<file path="src/fpcs_consts.svh">
// constants for the fault parameter capture store
// Behaviour
// [RL1] capture runs only while setup bit 1 set
// [RL2] captured set returned as 32-byte block read
// [RL3] refresh RAM capture once per firmware cycle
// [RL4] control value 1 copies nonvolatile copy to RAM
// [RL5] control value 2 saves RAM, only when disabled
// [RL6] shutdown-response fault saves capture; retry does not
// [RL7] host disables module and capture before readback
// [RL8] save may take 1400 us; host waits
// [RL9] host never stores capture-enable setting
// [RL10] after power cycle: capture off, value 1, read
// [RL11] init checks nonvolatile store before applying settings; code: reset clears userValid, so init always applies DEFAULT_CFG
// [RL12] default store and user store both provided
// [RL13] restore-defaults reloads from default store
// [RL14] restore only from levels made available to user
// [RL15] value 2 while enabled is ignored
`ifndef FPCS_CONSTS_SVH
`define FPCS_CONSTS_SVH
`define FPCS_CAPTURE_BYTES   32
`define FPCS_CAPTURE_EN_BIT  1
`define FPCS_CTRL_LOAD       8'h01
`define FPCS_CTRL_SAVE       8'h02
`define FPCS_CLK_MHZ         25
`define FPCS_SAVE_TIME_US    1400
`define FPCS_SAVE_CYCLES     (`FPCS_SAVE_TIME_US * `FPCS_CLK_MHZ)
`define FPCS_CFG_BYTES       8
`define FPCS_CMD_MISC        3'h0
`define FPCS_CMD_CONTROL     3'h1
`define FPCS_CMD_READ        3'h2
`define FPCS_CMD_RESTORE_DEF 3'h3
`define FPCS_CMD_RESTORE_USR 3'h4
`define FPCS_CMD_STORE_USR   3'h5
`endif

</file>
<file path="src/fpcs_pkg.sv">
// types shared by both ends of the capture store link
package fpcs_pkg;
  typedef enum logic [2:0] {
    FPCS_IDLE  = 3'b000,
    FPCS_LOAD  = 3'b001,
    FPCS_READ  = 3'b011,
    FPCS_SAVE  = 3'b010,
    FPCS_INIT  = 3'b110,
    FPCS_RESTR = 3'b111
  } fpcs_state_type;
endpackage

</file>
<file path="src/fpcs_link_if.sv">
// command link between system controller and capture store
`timescale 1ns/1ns
interface fpcs_link_if;
  logic       cmdValid;
  logic [2:0] cmdCode;
  logic [7:0] cmdData;
  logic       cmdReady;
  logic       rdValid;
  logic [7:0] rdData;
  logic       rdLast;
  logic       busy;
  logic       refused;
  modport device (input cmdValid, cmdCode, cmdData,
                  output cmdReady, rdValid, rdData, rdLast, busy, refused);
  modport host   (output cmdValid, cmdCode, cmdData,
                  input cmdReady, rdValid, rdData, rdLast, busy, refused);
endinterface

</file>
<file path="src/fpcs_device.sv">
// device end: capture RAM, nonvolatile copy, config stores
`timescale 1ns/1ns
`include "fpcs_consts.svh"
module fpcs_device
  import fpcs_pkg::*;
#(
  parameter int NBYTES      = `FPCS_CAPTURE_BYTES,
  parameter int SAVE_CYCLES = `FPCS_SAVE_CYCLES,
  parameter int CFG_BYTES   = `FPCS_CFG_BYTES,
  parameter logic [CFG_BYTES*8-1:0] DEFAULT_CFG = '0
) (
  // clock and reset
  input  wire logic                   clk,
  input  wire logic                   reset_n,
  // link
  fpcs_link_if.device                 link,
  // power stage side
  input  wire logic                   moduleEnabled,
  input  wire logic                   fwTick,
  input  wire logic [NBYTES*8-1:0]    liveParams,
  input  wire logic                   faultTrip,
  input  wire logic                   faultIsShutdown,
  input  wire logic                   userStoreAllowed,
  // configuration out
  output logic [CFG_BYTES*8-1:0]      activeCfg,
  output logic [7:0]                  miscSetup,
  output logic                        initDone
);
  localparam int CW = $clog2(SAVE_CYCLES + 1);
  localparam int BW = $clog2(NBYTES);

  fpcs_state_type stateReg;
  logic [7:0]     capRam  [NBYTES];
  logic [7:0]     nvCap   [NBYTES];
  logic [CFG_BYTES*8-1:0] userCfg;
  logic           userValid;
  logic [CW-1:0]  waitReg;
  logic [BW-1:0]  idxReg;
  logic           cmdTake;
  logic           captureOn;

  assign captureOn     = miscSetup[`FPCS_CAPTURE_EN_BIT];
  assign link.cmdReady = (stateReg == FPCS_IDLE);
  assign cmdTake       = link.cmdValid && link.cmdReady;
  assign link.busy     = (stateReg != FPCS_IDLE);

  // command sequencer
  always_ff @(posedge clk or negedge reset_n) begin
    if (!reset_n) begin
      stateReg <= FPCS_INIT;
      waitReg  <= '0;
      idxReg   <= '0;
    end else begin
      unique case (stateReg)
        FPCS_INIT: stateReg <= FPCS_IDLE; // see [RL11]
        FPCS_IDLE: begin
          idxReg <= '0;
          if (faultTrip && faultIsShutdown) begin
            stateReg <= FPCS_SAVE; // see [RL6]
            waitReg  <= CW'(SAVE_CYCLES);
          end else if (cmdTake) begin
            unique case (link.cmdCode)
              `FPCS_CMD_CONTROL:
                if (link.cmdData == `FPCS_CTRL_LOAD)
                  stateReg <= FPCS_LOAD; // see [RL4]
                else if (link.cmdData == `FPCS_CTRL_SAVE && !moduleEnabled) begin
                  stateReg <= FPCS_SAVE; // see [RL5] [RL15]
                  waitReg  <= CW'(SAVE_CYCLES);
                end
              `FPCS_CMD_READ: stateReg <= FPCS_READ; // see [RL2]
              default: stateReg <= FPCS_IDLE;
            endcase
          end
        end
        FPCS_LOAD: stateReg <= FPCS_IDLE;
        FPCS_READ: begin
          if (idxReg == BW'(NBYTES - 1))
            stateReg <= FPCS_IDLE;
          idxReg <= idxReg + 1'b1;
        end
        FPCS_SAVE: begin
          // busy spans the whole programming time
          if (waitReg <= CW'(1))
            stateReg <= FPCS_IDLE; // see [RL8]
          waitReg <= waitReg - 1'b1;
        end
        FPCS_RESTR: stateReg <= FPCS_IDLE;
        default: stateReg <= FPCS_IDLE;
      endcase
    end
  end

  // capture RAM: live refresh or reload from nonvolatile copy
  always_ff @(posedge clk) begin
    for (int i = 0; i < NBYTES; i++) begin
      if (stateReg == FPCS_LOAD)
        capRam[i] <= nvCap[i]; // see [RL4]
      else if (captureOn && fwTick)
        capRam[i] <= liveParams[i*8 +: 8]; // see [RL1] [RL3]
    end
  end

  // nonvolatile image written at the end of the save window
  always_ff @(posedge clk) begin
    if (stateReg == FPCS_SAVE && waitReg == CW'(1)) begin
      for (int i = 0; i < NBYTES; i++)
        nvCap[i] <= capRam[i]; // see [RL5] [RL6]
    end
  end

  // block read data, byte 0 first
  always_ff @(posedge clk or negedge reset_n) begin
    if (!reset_n) begin
      link.rdValid <= 1'b0;
      link.rdData  <= 8'h00;
      link.rdLast  <= 1'b0;
    end else begin
      link.rdValid <= (stateReg == FPCS_READ); // see [RL2]
      link.rdData  <= capRam[idxReg];
      link.rdLast  <= (stateReg == FPCS_READ) && (idxReg == BW'(NBYTES - 1));
    end
  end

  // refused pulse: save while enabled, or restore of an unavailable level
  always_ff @(posedge clk or negedge reset_n) begin
    if (!reset_n)
      link.refused <= 1'b0;
    else
      link.refused <= cmdTake && !(faultTrip && faultIsShutdown) &&
        ((link.cmdCode == `FPCS_CMD_CONTROL && link.cmdData == `FPCS_CTRL_SAVE
          && moduleEnabled) || // see [RL15]
         (link.cmdCode == `FPCS_CMD_RESTORE_USR && !(userValid && userStoreAllowed)));
  end

  // setup byte and configuration stores
  always_ff @(posedge clk or negedge reset_n) begin
    if (!reset_n) begin
      miscSetup <= 8'h00;
      activeCfg <= '0;
      userCfg   <= '0;
      userValid <= 1'b0;
      initDone  <= 1'b0;
    end else begin
      if (stateReg == FPCS_INIT) begin
        // reset clears userValid, so start-up always loads DEFAULT_CFG, never the user store
        activeCfg <= userValid ? userCfg : DEFAULT_CFG; // see [RL11] [RL12]
        initDone  <= 1'b1;
      end
      if (cmdTake && !(faultTrip && faultIsShutdown)) begin
        unique case (link.cmdCode)
          `FPCS_CMD_MISC: miscSetup <= link.cmdData; // see [RL1]
          `FPCS_CMD_RESTORE_DEF: activeCfg <= DEFAULT_CFG; // see [RL13] [RL14]
          `FPCS_CMD_RESTORE_USR:
            if (userValid && userStoreAllowed)
              activeCfg <= userCfg; // see [RL14]
          `FPCS_CMD_STORE_USR: begin
            userCfg   <= activeCfg; // see [RL12]
            userValid <= 1'b1;
          end
          default: ;
        endcase
      end
    end
  end
endmodule // fpcs_device

</file>
<file path="src/flat_wrapper.sv">
// flat-port wrapper written by rule: the top's interface ports become plain ports
module fpcs_device_flat import fpcs_pkg::*;
#(
  parameter int NBYTES      = `FPCS_CAPTURE_BYTES,
  parameter int SAVE_CYCLES = `FPCS_SAVE_CYCLES,
  parameter int CFG_BYTES   = `FPCS_CFG_BYTES,
  parameter logic [CFG_BYTES*8-1:0] DEFAULT_CFG = '0
)
  (clk, reset_n, moduleEnabled, fwTick, liveParams, faultTrip, faultIsShutdown, userStoreAllowed, activeCfg, miscSetup, initDone, link_cmdValid, link_cmdCode, link_cmdData, link_cmdReady, link_rdValid, link_rdData, link_rdLast, link_busy, link_refused);
  fpcs_link_if link_i ();
  input  wire logic clk;
  input  wire logic reset_n;
  input  wire logic moduleEnabled;
  input  wire logic fwTick;
  input  wire logic [NBYTES*8-1:0] liveParams;
  input  wire logic faultTrip;
  input  wire logic faultIsShutdown;
  input  wire logic userStoreAllowed;
  output logic [CFG_BYTES*8-1:0] activeCfg;
  output logic [7:0] miscSetup;
  output logic initDone;
  input wire logic [$bits(link_i.cmdValid)-1:0] link_cmdValid;
  input wire logic [$bits(link_i.cmdCode)-1:0] link_cmdCode;
  input wire logic [$bits(link_i.cmdData)-1:0] link_cmdData;
  output wire logic [$bits(link_i.cmdReady)-1:0] link_cmdReady;
  output wire logic [$bits(link_i.rdValid)-1:0] link_rdValid;
  output wire logic [$bits(link_i.rdData)-1:0] link_rdData;
  output wire logic [$bits(link_i.rdLast)-1:0] link_rdLast;
  output wire logic [$bits(link_i.busy)-1:0] link_busy;
  output wire logic [$bits(link_i.refused)-1:0] link_refused;
  assign link_i.cmdValid = link_cmdValid;
  assign link_i.cmdCode = link_cmdCode;
  assign link_i.cmdData = link_cmdData;
  assign link_cmdReady = link_i.cmdReady;
  assign link_rdValid = link_i.rdValid;
  assign link_rdData = link_i.rdData;
  assign link_rdLast = link_i.rdLast;
  assign link_busy = link_i.busy;
  assign link_refused = link_i.refused;
  fpcs_device #(.NBYTES(NBYTES), .SAVE_CYCLES(SAVE_CYCLES), .CFG_BYTES(CFG_BYTES), .DEFAULT_CFG(DEFAULT_CFG)) u_core (.clk(clk), .reset_n(reset_n), .link(link_i), .moduleEnabled(moduleEnabled), .fwTick(fwTick), .liveParams(liveParams), .faultTrip(faultTrip), .faultIsShutdown(faultIsShutdown), .userStoreAllowed(userStoreAllowed), .activeCfg(activeCfg), .miscSetup(miscSetup), .initDone(initDone));
endmodule
</file>
<file path="config.mk">
export PLATFORM = sky130hd
export DESIGN_NAME = fpcs_device_flat
export DESIGN_NICKNAME = d
export VERILOG_FILES = /design/src/fpcs_pkg.sv /design/src/fpcs_link_if.sv /design/src/fpcs_device.sv /design/src/flat_wrapper.sv
export VERILOG_INCLUDE_DIRS = /design/src
export SDC_FILE = /design/constraint.sdc
export NUM_CORES = 1
export LEC_CHECK = 0
export ABC_CLOCK_PERIOD_IN_PS = 25200
export BUFFER_PORTS_ARGS = -buffer_cell sky130_fd_sc_hd__buf_2
export CAP_MARGIN = 10
export CELL_PAD_IN_SITES_DETAIL_PLACEMENT = 1
export CELL_PAD_IN_SITES_GLOBAL_PLACEMENT = 1
export CORE_UTILIZATION = 40
export CTS_BUF_LIST = sky130_fd_sc_hd__clkbuf_16
export CTS_CLUSTER_SIZE = 10
export DETAILED_ROUTE_END_ITERATION = 16
export GPL_TIMING_DRIVEN = 1
export MAX_ROUTING_LAYER = met4
export PLACE_DENSITY = 0.73
export SLEW_MARGIN = 30
export SYNTH_ARGS = -nofsm -noshare
export SYNTH_HDL_FRONTEND = slang
export SYNTH_SLANG_ARGS = --single-unit
</file>
<file path="constraint.sdc">
create_clock -name clk -period 25.2 [get_ports clk]
set_clock_uncertainty 0.05 [all_clocks]
set_input_delay 1.26 -clock clk [delete_from_list [all_inputs] [get_ports clk]]
set_output_delay 1.26 -clock clk [all_outputs]
set_load 0.1 [all_outputs]
</file>
==> out/qor.txt <==
SYNTH
-----------------------------------------------------------------------------------------
Instance count of the mapped netlist .......................................         1715
Share of the synthesized area in the top cell type .........................        53.4%
Number of library cell types mapped by synthesis ...........................           64
Number of storage elements in the synthesis netlist ........................          685
Count of yosys warnings during synthesis ...................................            0
Synth Cell Area ............................................................ 0.0288 sq mm
Most used DFF post-synth ................................................... sky130_fd_sc_hd__edfxtp_1
Net Count, Synth ...........................................................         1994
Proportion of register bits with asynchronous set or reset after synthesis .        25.3%
Cell types occupying the most area after synthesis ......................... sky130_fd_sc_hd__edfxtp_1 53%, sky130_fd_sc_hd__dfrtp_1 15%, sky130_fd_sc_hd__mux2_2 13%, sky130_fd_sc_hd__mux4_2 5.0%, sky130_fd_sc_hd__mux2i_1 2.2%
Fraction of the yosys area taken by sequential cells .......................        68.4%
Library cell occupying the most area in the post-synthesis netlist ......... sky130_fd_sc_hd__edfxtp_1
Average instance area after synthesis ......................................   16.8 sq um
EDFF count, synth ..........................................................          512

RUN
-----------------------------------------------------------------------------------------
Max-cap violations .........................................................            0

DETAILED ROUTING
-----------------------------------------------------------------------------------------
Violation count after the first detailed-routing iteration .................         1393
Final ANT Viol Nets ........................................................            0
Routed wire length .........................................................     77600 um
Detailed-route via count ...................................................        16900
Per-cell via count in the routed design ....................................         5.43
Number of optimization iterations in the first detailed-route pass .........            5
DRC violation count after routing ..........................................            0
Average wire per cell in the routed design .................................      24.9 um

PLACE
-----------------------------------------------------------------------------------------
Cell area reported after detailed placement ................................ 0.0316 sq mm
DP Cell Count ..............................................................         2944
Weighted congestion at the end of routability-driven global placement ......        0.777
Port Buf Inserts ...........................................................          360
Placed wire-length estimate after detailed placement .......................     48400 um

GRT
-----------------------------------------------------------------------------------------
Wire length of the first global-routing pass ...............................    117000 um
Largest net degree at the start of global routing ..........................          119
Initial antenna violation count ............................................           40
Remaining global-route overflow ............................................            0
Vias in the first global route .............................................        18400
Total routing usage reported by global routing .............................        21.6%

FLOORPLAN
-----------------------------------------------------------------------------------------
Area inside the core boundary .............................................. 0.0714 sq mm
Die Area ................................................................... 0.0731 sq mm
Count of pins on the block boundary ........................................          361
Width of the die ...........................................................       270 um
Std cell rows ..............................................................           98
Die outline height .........................................................       270 um
Starting density of the core ...............................................        40.4%

TIMING
-----------------------------------------------------------------------------------------
Number of failing setup endpoints in the final timing report ...............            0
Count of pins over their slew limit ........................................            0
Highest Clock Rate .........................................................    0.243 GHz
Final Cycle Share ..........................................................        16.3%
Summed negative setup slack over all endpoints .............................         0 ps
Min Clock Period, post-route ...............................................      4110 ps
Setup repair after global routing missed its margin ........................        false
Headroom to the max-slew limit .............................................        33.2%
Number of hold violations in the final report ..............................            0
Transition time at the pin with the least slew margin ......................      1000 ps

SETUP PATH
-----------------------------------------------------------------------------------------
CP Capture Type ............................................................     register
CP Max Fanout ..............................................................           64
Most prevalent standard cell on the critical path .......................... sky130_fd_sc_hd__buf_4
List of cells traversed by the critical path ............................... buf_2 > nand2_1 > nor2_4 > buf_4 > buf_4 > buf_4 > buf_12 > mux2_2
Worst r2r dst .............................................................. u_core.capRam[19][1]$_DFFE_PP_
Critical path data required time ...........................................     25500 ps
Worst EP arrival ...........................................................      4410 ps
R2R depth ..................................................................            7
CP max stage delay .........................................................       790 ps
Crit path kind .............................................................    in -> reg
CP max-delay cell .......................................................... sky130_fd_sc_hd__buf_4
Crit path launch type ......................................................    input pin
Register-to-Register Setup Slack ...........................................     21230 ps
Startpoint of the worst-slack reg-to-reg timing path ....................... u_core.stateReg[2]$_DFFE_PN1P_

CLOCKING
-----------------------------------------------------------------------------------------
Clock root cell ............................................................ sky130_fd_sc_hd__clkbuf_16
Num CTS Buffers ............................................................           81
Number of clock sinks ......................................................          685
Post-CTS setup buffer count ................................................            0
Maximum level of the CTS H-tree ............................................            3
Clock Latency Late Sink ....................................................       610 ps
Clock slew at the register clock pins of the worst setup and hold paths ....        50 ps
TritonCTS clock tree .......................................................          yes
Count of hold-fix buffers inserted at cts ..................................            0
Largest buffer count on any clock path .....................................            3
Post_cts resized ...........................................................            0

PWR
-----------------------------------------------------------------------------------------
Leakage ....................................................................    0.0126 uW
Power Dens Cells ........................................................... 82.9 mW/mm^2
Tot Pwr ....................................................................      2820 uW
IR drop worst, VDD .........................................................    0.0666 mV

HOLD PATH
-----------------------------------------------------------------------------------------
Kind of path behind the tightest hold check ................................   reg -> reg
Source of the worst hold timing path ....................................... u_core.capRam[29][4]$_DFFE_PP_
Hold path cells ............................................................            0
Worst min-delay path endpoint .............................................. u_core.nvCap[1][108]$_DFFE_PP_

LAYOUT
-----------------------------------------------------------------------------------------
Growth of design area from synthesis to finish .............................        18.2%
Non-Filler Cell Area, Final ................................................ 0.0340 sq mm
Fin nets ...................................................................         2357
Non-filler cells in the finished layout ....................................         3117
Util after Layout ..........................................................        47.7%
Fraction of layout instances using a drive strength above 1 ................        42.0%

STATUS
-----------------------------------------------------------------------------------------
Run status .................................................................    completed

logic make-up (layout without fill, tap and decap cells):
group                      Yosys count  count (layout)  share of synthesized area [%]
other                                1              46                         0.0130
muxes                              456             456                           20.1
and+or+nand+nor                    200             200                           3.64
adders and majority gates            4               4                          0.174
buffers and inverters              158             565                           2.30
AOI/OAI and AO/OA                  211             211                           5.38
DFF                                685             685                           68.4
registers in the layout, summed over array words and instances, names as in the netlist:
signal	flops
u_core.link.rdData	8
u_core.nvCap	256
u_core.capRam	256
u_core.link.rdLast	1
u_core.initDone	1
u_core.link.rdValid	1
u_core.stateReg	3
u_core.link.refused	1
u_core.userValid	1
u_core.userCfg	64
u_core.activeCfg	64
u_core.waitReg	16
u_core.miscSetup	8
u_core.idxReg	5
final cells by class:
type	instances	area, sq um
clock buffers	84	2100
clock inverters	43	215
inverters	55	206
flip-flops and latches	685	19700
multi-input cells	872	8470
diodes	45	113
fillers	7061	37300
repair buffers	383	2040
well taps	950	1190
synthesized netlist by cell type, types with 2 or more instances:
cell type                   instances
sky130_fd_sc_hd__edfxtp_1         512
sky130_fd_sc_hd__mux2_2           326
sky130_fd_sc_hd__dfrtp_1          171
sky130_fd_sc_hd__nand2_1           86
sky130_fd_sc_hd__mux2i_1           64
sky130_fd_sc_hd__mux4_2            64
sky130_fd_sc_hd__inv_1             55
sky130_fd_sc_hd__buf_2             49
sky130_fd_sc_hd__clkbuf_1          49
sky130_fd_sc_hd__a22oi_1           45
sky130_fd_sc_hd__o2bb2ai_1         45
sky130_fd_sc_hd__o22ai_1           34
sky130_fd_sc_hd__a21oi_1           29
sky130_fd_sc_hd__and2_1            21
sky130_fd_sc_hd__nor2_1            14
sky130_fd_sc_hd__nor4_1            14
sky130_fd_sc_hd__o21ai_0           10
sky130_fd_sc_hd__a31o_1             9
sky130_fd_sc_hd__a31o_2             9
sky130_fd_sc_hd__nand3_1            9
sky130_fd_sc_hd__nor3_1             8
sky130_fd_sc_hd__nand3b_1           6
sky130_fd_sc_hd__or3_1              6
sky130_fd_sc_hd__nand2b_1           5
sky130_fd_sc_hd__or3b_2             5
sky130_fd_sc_hd__a211o_1            4
sky130_fd_sc_hd__buf_1              4
sky130_fd_sc_hd__ha_1               4
sky130_fd_sc_hd__nand4_1            4
sky130_fd_sc_hd__nor3b_1            4
sky130_fd_sc_hd__o211a_1            4
sky130_fd_sc_hd__or4_1              4
sky130_fd_sc_hd__a31oi_1            3
sky130_fd_sc_hd__nor2b_1            3
sky130_fd_sc_hd__a211oi_1           2
sky130_fd_sc_hd__a22o_1             2
sky130_fd_sc_hd__dfstp_2            2
sky130_fd_sc_hd__mux2_1             2
sky130_fd_sc_hd__o21a_1             2
sky130_fd_sc_hd__o31ai_1            2
layer usage:
metal / wire, um / vias up / share of wire (%) / track usage [%]
met2: 37700 / 472 / 49 / 34.0
met4: 1990 / 0 / 2.6 / 6.90
met5: 0 / - / 0 / -
met1: 32800 / 8862 / 42 / 27.4
met3: 4990 / 110 / 6.4 / 5.51
li1: - / 7471 / - / -
critical path: cells and delay by family:
kind / cells / cell delay [ps]
buffers and inverters: 5 / 2410
muxes: 1 / 370
and+or+nand+nor: 2 / 280
worst max path at each step:
stage	endpoint	start	slack, ps
after global placement	u_core.capRam[23][3]$_DFFE_PP_	fwTick	20290
after detailed placement	u_core.capRam[21][1]$_DFFE_PP_	fwTick	20340
after CTS	u_core.capRam[22][0]$_DFFE_PP_	fwTick	20970
after global routing	u_core.capRam[19][1]$_DFFE_PP_	fwTick	20830
after floorplan	u_core.nvCap[0][0]$_DFFE_PP_	u_core.stateReg[1]$_DFFE_PN1P_	11950
final	u_core.capRam[19][1]$_DFFE_PP_	fwTick	21090
power by group:
group / internal [uW] / switching, uW / total [uW]
Clock: 604 / 452 / 1060
Combinational: 131 / 280 / 411
Sequential: 1310 / 49.8 / 1360
metrics by stage:
step | setup WS, ps | hold slack [ps]
detailed placement | 20340 | 381
finish | 21090 | 383
global placement | 20290 | 374
CTS | 20970 | 384
global route | 20830 | 398
floorplan | 11950 | 371
layout by cell type, fill, tap and decap left out, types with 4 or more instances in the layout:
cell type,instances
sky130_fd_sc_hd__edfxtp_1,512
sky130_fd_sc_hd__buf_2,359
sky130_fd_sc_hd__mux2_2,326
sky130_fd_sc_hd__dfrtp_1,169
sky130_fd_sc_hd__inv_1,89
sky130_fd_sc_hd__nand2_1,86
sky130_fd_sc_hd__clkbuf_16,84
sky130_fd_sc_hd__mux4_2,64
sky130_fd_sc_hd__mux2i_1,64
sky130_fd_sc_hd__diode_2,45
sky130_fd_sc_hd__a22oi_1,45
sky130_fd_sc_hd__o2bb2ai_1,45
sky130_fd_sc_hd__o22ai_1,34
sky130_fd_sc_hd__a21oi_1,29
sky130_fd_sc_hd__and2_1,21
sky130_fd_sc_hd__buf_4,16
sky130_fd_sc_hd__nor4_1,14
sky130_fd_sc_hd__nor2_1,11
sky130_fd_sc_hd__o21ai_0,10
sky130_fd_sc_hd__a31o_1,9
sky130_fd_sc_hd__a31o_2,9
sky130_fd_sc_hd__nand3_1,8
sky130_fd_sc_hd__nor3_1,8
sky130_fd_sc_hd__nand3b_1,6
sky130_fd_sc_hd__or3_1,6
sky130_fd_sc_hd__or3b_2,5
sky130_fd_sc_hd__buf_6,5
sky130_fd_sc_hd__nor3b_1,4
sky130_fd_sc_hd__or4_1,4
sky130_fd_sc_hd__nand4_1,4
sky130_fd_sc_hd__nand2b_1,4
sky130_fd_sc_hd__a211o_1,4
sky130_fd_sc_hd__o211a_1,4
sky130_fd_sc_hd__ha_1,4
Note: power is estimated with default switching activity, not from simulation.
